===== config.mk =====
export PLATFORM = sky130hd
export DESIGN_NAME = cpm_phy_mgmt
export DESIGN_NICKNAME = d
export VERILOG_FILES = /design/src/cpm_pkg.sv /design/src/cpm_phy_mgmt.sv /design/src/cpm_mode_resolve.sv /design/src/cpm_crossover.sv
export SDC_FILE = /design/constraint.sdc
export NUM_CORES = 2
export LEC_CHECK = 0
export BUFFER_PORTS_ARGS = -buffer_cell sky130_fd_sc_hd__buf_2
export CORE_MARGIN = 5
export CORE_UTILIZATION = 40
export CTS_CLUSTER_DIAMETER = 30
export DETAILED_ROUTE_END_ITERATION = 7
export GPL_TIMING_DRIVEN = 0
export PLACE_DENSITY = 0.66
export SLEW_MARGIN = 20
export SYNTH_ARGS = -nofsm -noshare
export SYNTH_HDL_FRONTEND = slang
export SYNTH_HIERARCHICAL = 1
export SYNTH_SLANG_ARGS = --single-unit

===== constraint.sdc =====
create_clock -name clock -period 3.8 [get_ports clock]
set_clock_uncertainty 0.1 [all_clocks]
set_input_delay 0.76 -clock clock [delete_from_list [all_inputs] [get_ports clock]]
set_output_delay 0.76 -clock clock [all_outputs]
set_load 0.03 [all_outputs]

===== src/cpm_pkg.sv =====
// Shared constants and types of the copper transceiver management block
package cpm_pkg;
    // Clock and timing
    localparam int CLOCK_NS = 10;
    localparam int SOFT_RESET_NS = 500;
    localparam int SOFT_RESET_CYCLES = (SOFT_RESET_NS + CLOCK_NS - 1) / CLOCK_NS;
    localparam logic [5:0] SOFT_RESET_LOAD = 6'(SOFT_RESET_CYCLES);
    localparam logic [3:0] MDC_DIV_LAST = 4'h9;
    localparam logic [6:0] FRAME_LAST = 7'h3F;

    // Own transceiver address on management controller 0
    localparam logic [4:0] OWN_PHY_ADDR = 5'h00;

    // Wishbone byte offsets
    localparam logic [7:0] WB_MIIM_CMD = 8'h00;
    localparam logic [7:0] WB_MIIM_STAT = 8'h04;
    localparam logic [7:0] WB_LINK_STAT = 8'h08;
    localparam int CMD_WR = 10;
    localparam int CMD_START = 11;

    // Transceiver register addresses
    localparam logic [4:0] REG_BASIC = 5'h00;
    localparam logic [4:0] REG_ADV = 5'h04;
    localparam logic [4:0] REG_LP_NEXT = 5'h08;
    localparam logic [4:0] REG_GIG_CTRL = 5'h09;
    localparam logic [4:0] REG_MMD_CTRL = 5'h0D;
    localparam logic [4:0] REG_MMD_DATA = 5'h0E;
    localparam logic [4:0] REG_BYPASS = 5'h12;
    localparam logic [4:0] REG_EXT_CTRL = 5'h16;
    localparam logic [4:0] REG_EXT_MODE = 5'h17;
    localparam logic [4:0] REG_AUX = 5'h1C;
    localparam logic [4:0] REG_PAGE = 5'h1F;
    localparam logic [3:0] EXT2_EEE_IDX = 4'h1;

    // Page selector codes
    localparam logic [15:0] PAGE_EXT1 = 16'h0001;
    localparam logic [15:0] PAGE_EXT2 = 16'h0002;
    localparam logic [15:0] PAGE_GP = 16'h0010;
    localparam logic [1:0] MMD_FN_DATA = 2'h1;

    // Field positions
    localparam int BC_RESET = 15;
    localparam int BC_SPEED_LSB = 13;
    localparam int BC_AN_EN = 12;
    localparam int BC_DUPLEX = 8;
    localparam int BC_SPEED_MSB = 6;
    localparam int EC_BCAST = 0;
    localparam int EC_STICKY = 1;
    localparam int BP_FS_XO_DIS = 7;
    localparam int BP_XO_DIS = 5;
    localparam int BP_POL_DIS = 4;
    localparam int EM_XO_LO = 2;
    localparam int EEE_FORCE_GIG = 5;

    // Values after reset
    localparam logic [15:0] BASIC_RST = 16'h1140;
    localparam logic [15:0] ADV_RST = 16'h01E1;
    localparam logic [15:0] GIG_RST = 16'h0300;
    localparam logic [15:0] EXT_CTRL_RST = 16'h0002;
    localparam logic [31:0] STICKY_MASK = 32'h00C40000;
    localparam logic [10:0] LOCAL_SEED = 11'h2A5;

    // Pair arrangements, pair index per connector position
    localparam logic [7:0] MAP_MDI = 8'hE4;
    localparam logic [7:0] MAP_MDIX = 8'hB1;
    localparam logic [7:0] MAP_MDI_CD = 8'hB4;
    localparam logic [7:0] MAP_MDIX_CD = 8'hE1;

    typedef enum logic [1:0] {SPD_10 = 2'h0, SPD_100 = 2'h1, SPD_1000 = 2'h2} cpm_speed_t;
    typedef enum logic [1:0] {MIIM_IDLE = 2'h0, MIIM_FRAME = 2'h1, MIIM_DONE = 2'h3} cpm_miim_t;

    typedef struct packed {
        logic anCapable;
        logic [5:0] ability;
        logic [10:0] seed;
        logic detSpeed100;
    } cpm_partner_t;

    typedef struct packed {
        logic mdix;
        logic cdSwap;
        logic [3:0] pol;
    } cpm_line_t;

    typedef struct packed {
        cpm_speed_t speed;
        logic duplex;
        logic master;
        logic valid;
    } cpm_mode_t;

    typedef struct packed {
        logic mdix;
        logic cdSwap;
        logic [3:0] pol;
        logic [7:0] pairMap;
    } cpm_xo_t;
endpackage


===== src/cpm_phy_mgmt.sv =====
// Management bridge and paged register file of the copper transceiver
`timescale 1ns/1ns
// Function
// - Registers reached only via management controller zero
// - Sixteen standard registers plus extended set
// - Base space decodes addresses 0 to 31
// - Two extended pages at addresses 16-30
// - General-purpose page at addresses 0-30
// - Clause 45 through registers 13 and 14
// - Page register selects page for 16-30
// - Broadcast enable accepts writes to any address
// - Reads answer only own address
// - Soft reset restores non-sticky base registers; pages and MMD cleared only if stickiness disabled
// - Sticky fields kept unless stickiness disabled
// - Hardware reset restores every register
// - Negotiation resolves speed, duplex, role; partner next page stored in register 8
// - Parallel detection for non-negotiating partner
// - Negotiation off: speed, duplex from control
// - Gigabit needs negotiation except test mode
// - Forced gigabit test mode via force field
// - Crossover and polarity on; disables; status
// - Crossover also at forced 10/100
// - Four pair arrangements handled
// - Manual field forces MDI or MDI-X
module cpm_phy_mgmt (
    input wire logic clock,
    input wire logic rst,
    input wire logic cyc_i,
    input wire logic stb_i,
    input wire logic we_i,
    input wire logic [7:0] adr_i,
    input wire logic [3:0] sel_i,
    input wire logic [31:0] dat_i,
    output logic [31:0] dat_o,
    output logic ack_o,
    input cpm_pkg::cpm_partner_t partner,
    input wire logic [15:0] lpNextPage,
    input wire logic lpNpStrobe,
    input cpm_pkg::cpm_line_t lineDet,
    output cpm_pkg::cpm_mode_t linkMode,
    output cpm_pkg::cpm_xo_t xover
);
    typedef struct packed {
        logic [31:0][15:0] base;
        logic [1:0][15:0][15:0] ext;
        logic [31:0][15:0] gp;
        logic [15:0][15:0] mmd;
        logic [15:0] mmdAddr;
        logic [31:0] cmd;
        cpm_pkg::cpm_miim_t st;
        logic [3:0] div;
        logic [6:0] ticks;
        logic [15:0] rdata;
        logic rdOk;
        logic [5:0] rstCnt;
        logic ack;
        logic [31:0] dat;
        cpm_pkg::cpm_mode_t mode;
        cpm_pkg::cpm_xo_t xo;
    } cpm_state_t;

    localparam int RST_WAIT = cpm_pkg::SOFT_RESET_CYCLES;

    // Default of a base register
    function automatic logic [15:0] baseDefault(input logic [4:0] idx);
        case (idx)
            cpm_pkg::REG_BASIC: return cpm_pkg::BASIC_RST;
            cpm_pkg::REG_ADV: return cpm_pkg::ADV_RST;
            cpm_pkg::REG_GIG_CTRL: return cpm_pkg::GIG_RST;
            cpm_pkg::REG_EXT_CTRL: return cpm_pkg::EXT_CTRL_RST;
            default: return 16'h0000;
        endcase
    endfunction

    // Whole state after hardware reset
    function automatic cpm_state_t resetState();
        cpm_state_t r;
        r = '0;
        for (int i = 0; i < 32; i++) begin
            r.base[i] = baseDefault(5'(i));
        end
        r.st = cpm_pkg::MIIM_IDLE;
        return r;
    endfunction

    localparam cpm_state_t ST_RST = resetState();

    cpm_state_t s;
    cpm_state_t n;

    // Field views of the register file
    logic [15:0] bc;
    logic [15:0] page;
    logic [15:0] gig;
    logic [15:0] bypass;
    logic stickyKeep;
    logic bcast;
    logic [1:0] manual;
    logic forceGig;
    logic [4:0] cReg;
    logic [4:0] cPhy;
    logic [15:0] cData;
    logic pgE1;
    logic pgE2;
    logic pgGp;
    logic extRange;
    logic resetBusy;
    logic [15:0] auxWord;
    cpm_pkg::cpm_mode_t resMode;
    cpm_pkg::cpm_xo_t resXo;

    assign bc = s.base[cpm_pkg::REG_BASIC];
    assign page = s.base[cpm_pkg::REG_PAGE];
    assign gig = s.base[cpm_pkg::REG_GIG_CTRL];
    assign bypass = s.base[cpm_pkg::REG_BYPASS];
    assign stickyKeep = s.base[cpm_pkg::REG_EXT_CTRL][cpm_pkg::EC_STICKY];
    assign bcast = s.base[cpm_pkg::REG_EXT_CTRL][cpm_pkg::EC_BCAST];
    assign manual = s.base[cpm_pkg::REG_EXT_MODE][cpm_pkg::EM_XO_LO +: 2];
    assign forceGig = s.ext[1][cpm_pkg::EXT2_EEE_IDX][cpm_pkg::EEE_FORCE_GIG];
    assign cReg = s.cmd[4:0];
    assign cPhy = s.cmd[9:5];
    assign cData = s.cmd[31:16];
    assign pgE1 = page == cpm_pkg::PAGE_EXT1;
    assign pgE2 = page == cpm_pkg::PAGE_EXT2;
    assign pgGp = page == cpm_pkg::PAGE_GP;
    assign extRange = cReg[4] && (cReg != cpm_pkg::REG_PAGE);
    assign resetBusy = s.rstCnt != 6'h00;

    // Live status word of the auxiliary register
    assign auxWord = {2'h0, s.xo.mdix, s.xo.cdSwap, s.xo.pol, 2'h0,
                      s.mode.duplex, s.mode.speed, 2'h0, s.mode.valid};

    cpm_mode_resolve uResolve (
        .anEnable(bc[cpm_pkg::BC_AN_EN]),
        .speedMsb(bc[cpm_pkg::BC_SPEED_MSB]),
        .speedLsb(bc[cpm_pkg::BC_SPEED_LSB]),
        .fullDuplex(bc[cpm_pkg::BC_DUPLEX]),
        .forceGig(forceGig),
        .localAdv({gig[9], gig[8], s.base[cpm_pkg::REG_ADV][8:5]}),
        .manMsEnable(gig[12]),
        .manMaster(gig[11]),
        .partner(partner),
        .mode(resMode)
    );

    cpm_crossover uCross (
        .anEnable(bc[cpm_pkg::BC_AN_EN]),
        .forcedLowSpeed(!bc[cpm_pkg::BC_SPEED_MSB]),
        .pairSwapDisable(bypass[cpm_pkg::BP_XO_DIS]),
        .forcedSpeedDisable(bypass[cpm_pkg::BP_FS_XO_DIS]),
        .polarityDisable(bypass[cpm_pkg::BP_POL_DIS]),
        .manual(manual),
        .lineDet(lineDet),
        .xo(resXo)
    );

    // Next state: bus slave, management frame, register file
    always_comb begin
        logic [31:0] merged;
        logic [15:0] rd;
        merged = s.cmd;
        rd = 16'h0000;
        n = s;
        n.ack = 1'b0;
        n.mode = resMode;
        n.xo = resXo;
        if (resetBusy) begin
            n.rstCnt = s.rstCnt - 6'h01;
        end
        n.div = (s.div == cpm_pkg::MDC_DIV_LAST) ? 4'h0 : s.div + 4'h1;

        // Read path of the transceiver
        if (cReg == cpm_pkg::REG_PAGE) begin
            rd = page;
        end else if (pgGp) begin
            rd = s.gp[cReg];
        end else if (extRange && (pgE1 || pgE2)) begin
            rd = s.ext[pgE2][cReg[3:0]];
        end else if (cReg == cpm_pkg::REG_AUX) begin
            rd = auxWord;
        end else if (cReg == cpm_pkg::REG_MMD_DATA) begin
            rd = (s.base[cpm_pkg::REG_MMD_CTRL][15:14] == cpm_pkg::MMD_FN_DATA) ?
                 s.mmd[s.mmdAddr[3:0]] : s.mmdAddr;
        end else if (cReg == cpm_pkg::REG_BASIC) begin
            rd = {resetBusy, bc[14:0]};
        end else begin
            rd = s.base[cReg];
        end

        // Management frame sequencing
        unique case (s.st)
            cpm_pkg::MIIM_IDLE: begin
                n.st = cpm_pkg::MIIM_IDLE;
            end
            cpm_pkg::MIIM_FRAME: begin
                if (s.div == cpm_pkg::MDC_DIV_LAST) begin
                    n.ticks = s.ticks + 7'h01;
                    if (s.ticks == cpm_pkg::FRAME_LAST) begin
                        n.st = cpm_pkg::MIIM_DONE;
                        if (!s.cmd[cpm_pkg::CMD_WR]) begin
                            n.rdOk = cPhy == cpm_pkg::OWN_PHY_ADDR;
                            n.rdata = (cPhy == cpm_pkg::OWN_PHY_ADDR) ? rd : 16'hFFFF;
                        end else if ((cPhy == cpm_pkg::OWN_PHY_ADDR || bcast) && !resetBusy) begin
                            if (cReg == cpm_pkg::REG_PAGE) begin
                                n.base[cpm_pkg::REG_PAGE] = cData;
                            end else if (pgGp) begin
                                n.gp[cReg] = cData;
                            end else if (extRange && (pgE1 || pgE2)) begin
                                n.ext[pgE2][cReg[3:0]] = cData;
                            end else if (cReg != cpm_pkg::REG_AUX) begin
                                n.base[cReg] = cData;
                                if (cReg == cpm_pkg::REG_MMD_DATA) begin
                                    if (s.base[cpm_pkg::REG_MMD_CTRL][15:14] == cpm_pkg::MMD_FN_DATA) begin
                                        n.mmd[s.mmdAddr[3:0]] = cData;
                                    end else begin
                                        n.mmdAddr = cData;
                                    end
                                end
                                if (cReg == cpm_pkg::REG_BASIC && cData[cpm_pkg::BC_RESET]) begin
                                    n.rstCnt = cpm_pkg::SOFT_RESET_LOAD;
                                    for (int i = 0; i < 32; i++) begin
                                        if (!cpm_pkg::STICKY_MASK[i] || !stickyKeep) begin
                                            n.base[i] = baseDefault(5'(i));
                                        end
                                    end
                                    if (!stickyKeep) begin
                                        n.ext = '0;
                                        n.gp = '0;
                                        n.mmd = '0;
                                        n.mmdAddr = 16'h0000;
                                    end
                                end
                            end
                        end
                    end
                end
            end
            cpm_pkg::MIIM_DONE: begin
                n.st = cpm_pkg::MIIM_IDLE;
            end
        endcase

        // Partner next page, wins over a same-cycle write or soft reset
        if (lpNpStrobe) begin
            n.base[cpm_pkg::REG_LP_NEXT] = lpNextPage;
        end

        // Wishbone slave, one wait state
        if (cyc_i && stb_i && !s.ack) begin
            n.ack = 1'b1;
            n.dat = 32'h00000000;
            if (adr_i[7:2] == cpm_pkg::WB_MIIM_CMD[7:2]) begin
                if (!we_i) begin
                    n.dat = s.cmd;
                end else if (s.st == cpm_pkg::MIIM_IDLE) begin
                    for (int b = 0; b < 4; b++) begin
                        if (sel_i[b]) begin
                            merged[8 * b +: 8] = dat_i[8 * b +: 8];
                        end
                    end
                    n.cmd = {merged[31:12], 1'b0, merged[10:0]};
                    if (sel_i[1] && dat_i[cpm_pkg::CMD_START]) begin
                        n.st = cpm_pkg::MIIM_FRAME;
                        n.ticks = 7'h00;
                        n.div = 4'h0;
                    end
                end
            end else if (adr_i[7:2] == cpm_pkg::WB_MIIM_STAT[7:2] && !we_i) begin
                n.dat = {14'h0000, s.rdOk, s.st != cpm_pkg::MIIM_IDLE, s.rdata};
            end else if (adr_i[7:2] == cpm_pkg::WB_LINK_STAT[7:2] && !we_i) begin
                n.dat = {16'h0000, auxWord};
            end
        end
    end

    // State register
    always_ff @(posedge clock) begin
        if (rst) begin
            s <= ST_RST;
        end else begin
            s <= n;
        end
    end

    assign dat_o = s.dat;
    assign ack_o = s.ack;
    assign linkMode = s.mode;
    assign xover = s.xo;

    // Checks
    AST_SOFT_RESET_DONE: assert property (@(posedge clock) disable iff (rst)
        $rose(resetBusy) |-> ##RST_WAIT !resetBusy)
        else $error("soft reset bit did not clear in time");

    AST_HW_DEFAULTS: assert property (@(posedge clock)
        rst |=> bc == cpm_pkg::BASIC_RST && s.base[cpm_pkg::REG_EXT_CTRL] == cpm_pkg::EXT_CTRL_RST && s.gp == '0)
        else $error("hardware reset left a register off default");

    AST_SOFT_DEFAULT: assert property (@(posedge clock) disable iff (rst)
        $rose(resetBusy) |-> s.base[cpm_pkg::REG_ADV] == cpm_pkg::ADV_RST && page == 16'h0000)
        else $error("non-sticky field survived soft reset");

    AST_STICKY_KEPT: assert property (@(posedge clock) disable iff (rst)
        $rose(resetBusy) && $past(stickyKeep) |-> bypass == $past(bypass))
        else $error("sticky field lost on soft reset");

    AST_READ_OWN_ONLY: assert property (@(posedge clock) disable iff (rst)
        s.st == cpm_pkg::MIIM_DONE && !s.cmd[cpm_pkg::CMD_WR] && cPhy != cpm_pkg::OWN_PHY_ADDR
        |-> !s.rdOk && s.rdata == 16'hFFFF)
        else $error("read answered for a foreign address");

    AST_BCAST_WRITE: assert property (@(posedge clock) disable iff (rst)
        s.st == cpm_pkg::MIIM_FRAME && n.st == cpm_pkg::MIIM_DONE && s.cmd[cpm_pkg::CMD_WR] && bcast
        && !resetBusy && !pgGp && cReg == cpm_pkg::REG_ADV
        |=> s.base[cpm_pkg::REG_ADV] == $past(cData))
        else $error("broadcast write not accepted");

    AST_FORCED_100: assert property (@(posedge clock) disable iff (rst)
        !bc[cpm_pkg::BC_AN_EN] && !bc[cpm_pkg::BC_SPEED_MSB] && bc[cpm_pkg::BC_SPEED_LSB]
        |=> linkMode.speed == cpm_pkg::SPD_100 && linkMode.duplex == $past(bc[cpm_pkg::BC_DUPLEX]))
        else $error("forced speed not applied");

    AST_GIG_NEEDS_AN: assert property (@(posedge clock) disable iff (rst)
        !bc[cpm_pkg::BC_AN_EN] && bc[cpm_pkg::BC_SPEED_MSB] && !bc[cpm_pkg::BC_SPEED_LSB] && !forceGig
        |=> !linkMode.valid)
        else $error("gigabit forced without test mode");

    AST_MANUAL_XO: assert property (@(posedge clock) disable iff (rst)
        manual[1] |=> xover.mdix == $past(manual[0]) && !xover.cdSwap)
        else $error("manual crossover not honoured");

    AST_FORCED_AUTO_XO: assert property (@(posedge clock) disable iff (rst)
        !bc[cpm_pkg::BC_AN_EN] && !bc[cpm_pkg::BC_SPEED_MSB] && manual == 2'h0
        && bypass[cpm_pkg::BP_FS_XO_DIS] == 1'b0 && !bypass[cpm_pkg::BP_XO_DIS]
        |=> xover.mdix == $past(lineDet.mdix))
        else $error("crossover not automatic at forced speed");

    AST_FORCE_GIG_TEST: assert property (@(posedge clock) disable iff (rst)
        !bc[cpm_pkg::BC_AN_EN] && bc[cpm_pkg::BC_SPEED_MSB] && !bc[cpm_pkg::BC_SPEED_LSB] && forceGig
        |=> linkMode.speed == cpm_pkg::SPD_1000 && linkMode.valid)
        else $error("forced gigabit test mode not entered");

    AST_AUTO_XO_AN: assert property (@(posedge clock) disable iff (rst)
        bc[cpm_pkg::BC_AN_EN] && manual == 2'h0 && !bypass[cpm_pkg::BP_XO_DIS]
        |=> xover.mdix == $past(lineDet.mdix) && xover.cdSwap == $past(lineDet.cdSwap))
        else $error("automatic crossover not applied");
endmodule


===== src/cpm_mode_resolve.sv =====
// Operating mode resolution: negotiation, parallel detection, forced modes
`timescale 1ns/1ns
module cpm_mode_resolve (
    input wire logic anEnable,
    input wire logic speedMsb,
    input wire logic speedLsb,
    input wire logic fullDuplex,
    input wire logic forceGig,
    input wire logic [5:0] localAdv,
    input wire logic manMsEnable,
    input wire logic manMaster,
    input cpm_pkg::cpm_partner_t partner,
    output cpm_pkg::cpm_mode_t mode
);
    // Pick speed, duplex and role
    always_comb begin
        logic [5:0] common;
        common = localAdv & partner.ability;
        mode = '0;
        if (anEnable) begin
            if (partner.anCapable) begin
                mode.valid = common != 6'h00;
                if (common[5] || common[4]) begin
                    mode.speed = cpm_pkg::SPD_1000;
                    mode.duplex = common[5];
                    mode.master = manMsEnable ? manMaster : (cpm_pkg::LOCAL_SEED > partner.seed);
                    mode.valid = manMsEnable || (cpm_pkg::LOCAL_SEED != partner.seed);
                end else if (common[3] || common[2]) begin
                    mode.speed = cpm_pkg::SPD_100;
                    mode.duplex = common[3];
                end else begin
                    mode.speed = cpm_pkg::SPD_10;
                    mode.duplex = common[1];
                end
            end else begin
                // Partner without negotiation
                mode.speed = partner.detSpeed100 ? cpm_pkg::SPD_100 : cpm_pkg::SPD_10;
                mode.valid = partner.detSpeed100 ? (|localAdv[3:2]) : (|localAdv[1:0]);
            end
        end else begin
            mode.duplex = fullDuplex;
            unique case ({speedMsb, speedLsb})
                2'h0: begin
                    mode.speed = cpm_pkg::SPD_10;
                    mode.valid = 1'b1;
                end
                2'h1: begin
                    mode.speed = cpm_pkg::SPD_100;
                    mode.valid = 1'b1;
                end
                2'h2: begin
                    mode.speed = cpm_pkg::SPD_1000;
                    mode.valid = forceGig;
                end
                2'h3: begin
                    mode.valid = 1'b0;
                end
            endcase
        end
    end
endmodule


===== src/cpm_crossover.sv =====
// Crossover and polarity selection for the four twisted pairs
`timescale 1ns/1ns
module cpm_crossover (
    input wire logic anEnable,
    input wire logic forcedLowSpeed,
    input wire logic pairSwapDisable,
    input wire logic forcedSpeedDisable,
    input wire logic polarityDisable,
    input wire logic [1:0] manual,
    input cpm_pkg::cpm_line_t lineDet,
    output cpm_pkg::cpm_xo_t xo
);
    // Manual setting first, then automatic detection
    always_comb begin
        logic autoOk;
        autoOk = !pairSwapDisable && (anEnable || (forcedLowSpeed && !forcedSpeedDisable));
        xo = '0;
        case (manual)
            2'h2: begin
                xo.mdix = 1'b0;
            end
            2'h3: begin
                xo.mdix = 1'b1;
            end
            default: begin
                xo.mdix = autoOk && lineDet.mdix;
                xo.cdSwap = autoOk && lineDet.cdSwap;
            end
        endcase
        xo.pol = polarityDisable ? 4'h0 : lineDet.pol;
        unique case ({xo.mdix, xo.cdSwap})
            2'h0: xo.pairMap = cpm_pkg::MAP_MDI;
            2'h1: xo.pairMap = cpm_pkg::MAP_MDI_CD;
            2'h2: xo.pairMap = cpm_pkg::MAP_MDIX;
            2'h3: xo.pairMap = cpm_pkg::MAP_MDIX_CD;
        endcase
    end
endmodule


==> impl_results.md <==
* Critical Path RT at between 4 and 5 ns
* TritonCTS Buffers at roughly 470
* Post-Place Setup Slack at -3.145 ns
* Per-cell routed wire length at 37.06 um
* Drt via density at 6.551
* Nets at 10370
* DRC at 0
* CP peak stage delay at 0.61 ns
* CTS sink cnt at 1924
* Reg clk slew, reported paths at 0.05 ns
* Power, Total at 64.33 mW
* Dpl hpwl at 360.8 mm
* Antenna viol nets, final at 0
* Most used cell, CP: buf_6
* Clk Tree Root Cell: clkbuf_16
* Commonest non-fill, non-tap cell in the layout: dfxtp_1
* RSZ-0062 raised after global routing: true
* Worst Hold Slack at -0.02054 ns
* Final worst slack at -0.2338 ns
* Register bit total from synthesis at 1924
* Result of the run: finished with violations
* Failing checks: hold timing, setup timing
* Fraction of layout cells with a size suffix above 1 at between 20% and 30%
* Setup TNS at -7.874 ns
* Initial Utilization at 40.26%
* Initial drt markers at 13870
* Final period util at 106.2%
* Primary FF master, synth: dfxtp_1
* Switch share at between 20% and 30%
* Synth unique cells at 91
* Antenna violations before repair at a little over 60
* Register area share after synthesis at 46.16%
* Vias at 88390
* Worst path top cell family by delay: buffers and inverters
* Largest net degree at the start of global routing at 18
* Vias in the first global route at 81940
* GP Congestion at 1.084
* Synth Cell Area at 83440 sq um
* Core area at 207300 sq um
* First-pass GRT wire length at 672.5 mm
* Gr ovfl total at 0
* IO buf count at 134
* Maximum fanout along the worst path at 10
* Cells after DPL at 12480
* CP bufs+invs at 6
* CP Class: flop to flop
* Most frequent cells in the layout: 1917 x dfxtp_1, 1809 x nand2_1, 1130 x a21oi_1
* CTS tree: built
* Critical path cell sequence: buf_2 > buf_6 > buf_6 > clkbuf_4 > buf_16 > nor3_2 > o21ai_0 > nor4_2 > o32ai_2 > buf_4 > o2bb2ai_1
* Final Max Tran Viols at 0
* Slowest stage cell, crit path: nor3_2
* Path type of the worst min-delay path: input pin to flop
* Fmax at 247.9 MHz
* Cell row count at 167
* PwrDens at 585.2 nW/um^2
* Gate Count Post-Synth at about 9500
* Die extent in x at 466.7 um
* Clock share of power at roughly 66%
* EDFF count, synth at 0
* Worst-skew pair later-pin latency at ~1.0 ns
* Final Setup Violations at between 100 and 150
* Iteration count of the initial detailed-routing pass at 7
* Finished Layout Cells at 13490
* Avg Inst Size Synth at between 8 and 9 sq um
* Ys async rst share at 0%
* Max Cap Viol at 0
* Die height at 466.7 um
* Combinational power share at 2.0%
* Die area at 217800 sq um
* Tmin final at 4.034 ns
* Setup crit start kind: flop
* Max_slew headroom at 6.242%
* Worst Max-Slew Pin Slew at 1.406 ns
* Clk buf depth at 4
* Register share of total power at about a third
* Internal power at about 50 mW
* Arrival @ worst endpoint at 4.83 ns
* Area grow syn2layout at 31.73%
* Hold Vio Cnt, Final at 3
* YS warnings at 6
* Worst setup EP type: flop
* CTS HTree Levels at 5
* Total global-route track usage at 44.21%
* NetSw at 14.18 mW
* # IOs at ~140
* WL final at 500.0 mm
* Worst vdd rail ir drop at 551.1 uV
* Lkg Pwr at slightly below 40 nW
sequential cells by signal (all words and copies together), names as in the netlist, 2 cells and up:
| register | count |
|---|---|
| bypass | 16 |
| cReg | 5 |
| page | 16 |
| cData | 16 |
| cPhy | 5 |
| linkMode | 5 |
| bc | 15 |
| xover | 14 |
| dat_o | 32 |
| s | 1779 |
| manual | 2 |
| gig | 16 |
power groups by stage:
stage | clock network [mW] | logic, mW | registers, mW
final | 42.7 | 1.27 | 20.4
after floorplan | 0 | 0.590 | 20.7
after CTS | 42.4 | 1.18 | 20.4
after detailed placement | 0 | 1.12 | 20.7
after global routing | 43.6 | 1.29 | 20.4
after global placement | 0 | 1.10 | 20.7
metrics by stage:
stage | utilization [%] | area, sq um
after floorplan | - | 83450
after global placement | 42.27 | 87610
after detailed placement | 42.95 | 89020
after CTS | 52.34 | 108500
after global routing | 53.00 | 109800
final | 53.03 | 109900
worst paths after layout:
| path | start | endpoint | slack [ns] | cells past startpoint |
|---|---|---|---|---|
| setup / recovery | cReg[2]$_SDFFE_PP0P_ | s[68]$_SDFFE_PP0P_ | -0.23 | 11 |
| hold reg to reg | s[1594]$_SDFFE_PP0P_ | s[1594]$_SDFFE_PP0P_ | 0.35 | 2 |
| hold / removal | lpNextPage[8] | s[1552]$_SDFFE_PP0P_ | -0.02 | 3 |
| setup reg to reg | cReg[2]$_SDFFE_PP0P_ | s[68]$_SDFFE_PP0P_ | -0.23 | 11 |
Yosys cell counts, drive strengths merged (11+ instances only):
cell type | count | area, sq um
buf | 331 | 1804
nand2b | 16 | 107.6
a211oi | 11 | 87.58
mux2 | 28 | 315.3
mux2i | 145 | 1451
nand3 | 623 | 3118
nor4 | 25 | 193.9
nor2b | 40 | 250.2
dfxtp | 1924 | 38520
nand2 | 1820 | 6832
a22oi | 770 | 5786
mux4 | 385 | 8671
nand3b | 15 | 112.6
a21o | 11 | 82.58
a311oi | 11 | 96.34
inv | 27 | 101.4
a221oi | 20 | 175.2
a22o | 14 | 122.6
a31oi | 27 | 168.9
o221ai | 20 | 175.2
o21ai | 120 | 600.6
and2 | 107 | 669.4
a21oi | 1146 | 5736
o22ai | 65 | 406.6
nor2 | 855 | 3294
clkbuf | 696 | 2615
nand4 | 25 | 156.4
nor3 | 74 | 508.0
kinds of logic after synthesis:
kind of cell,after synthesis,share of synthesized area (%)
multiplexers,558,12.51
other,2,0.009000
AND/OR/NAND/NOR,3665,18.88
buffers and inverters,1056,5.427
adder cells (fa/ha/maj),8,0.1200
flip-flops,1924,46.16
XOR/XNOR,11,0.1155
AO/OA/AOI/OAI,2279,16.79
worst min-delay path: stages:
cell and delay [ns]:
buf_2 0.09, a22oi_1 0.08, a21oi_1 0.14
layer usage:
layer  routed length [um]  vias up  share of wire [%]  global-route usage [%]
met5                  439        -              0.088                       0
met4                55380       44                 11                   40.28
met3                66210     2210                 13                   15.71
met2               203700     7476                 41                   62.23
met1               174300    43280                 35                   52.54
li1                     -    35390                  -                       -
timing repair:
action	in CTS	in global routing
pin swaps	17	28
buffers inserted	31	55
cloned	0	2
setup endpoints to repair	1829	1371
endpoints found under the hold margin	36	2
hold buffers	36	2
resized for setup	669	352
final cells by class:
cell class | instances | area (sq um)
fill | 18960 | 97360
multi-input combinational | 6525 | 42110
sequential | 1924 | 38530
clock buffer | 598 | 13100
buffer | 1001 | 5791
clock inverter | 264 | 3664
tap | 2788 | 3488
timing repair buffer | 314 | 2982
inverter | 29 | 131.4
antenna | 50 | 125.1
Power figures use the tool's default switching activity.
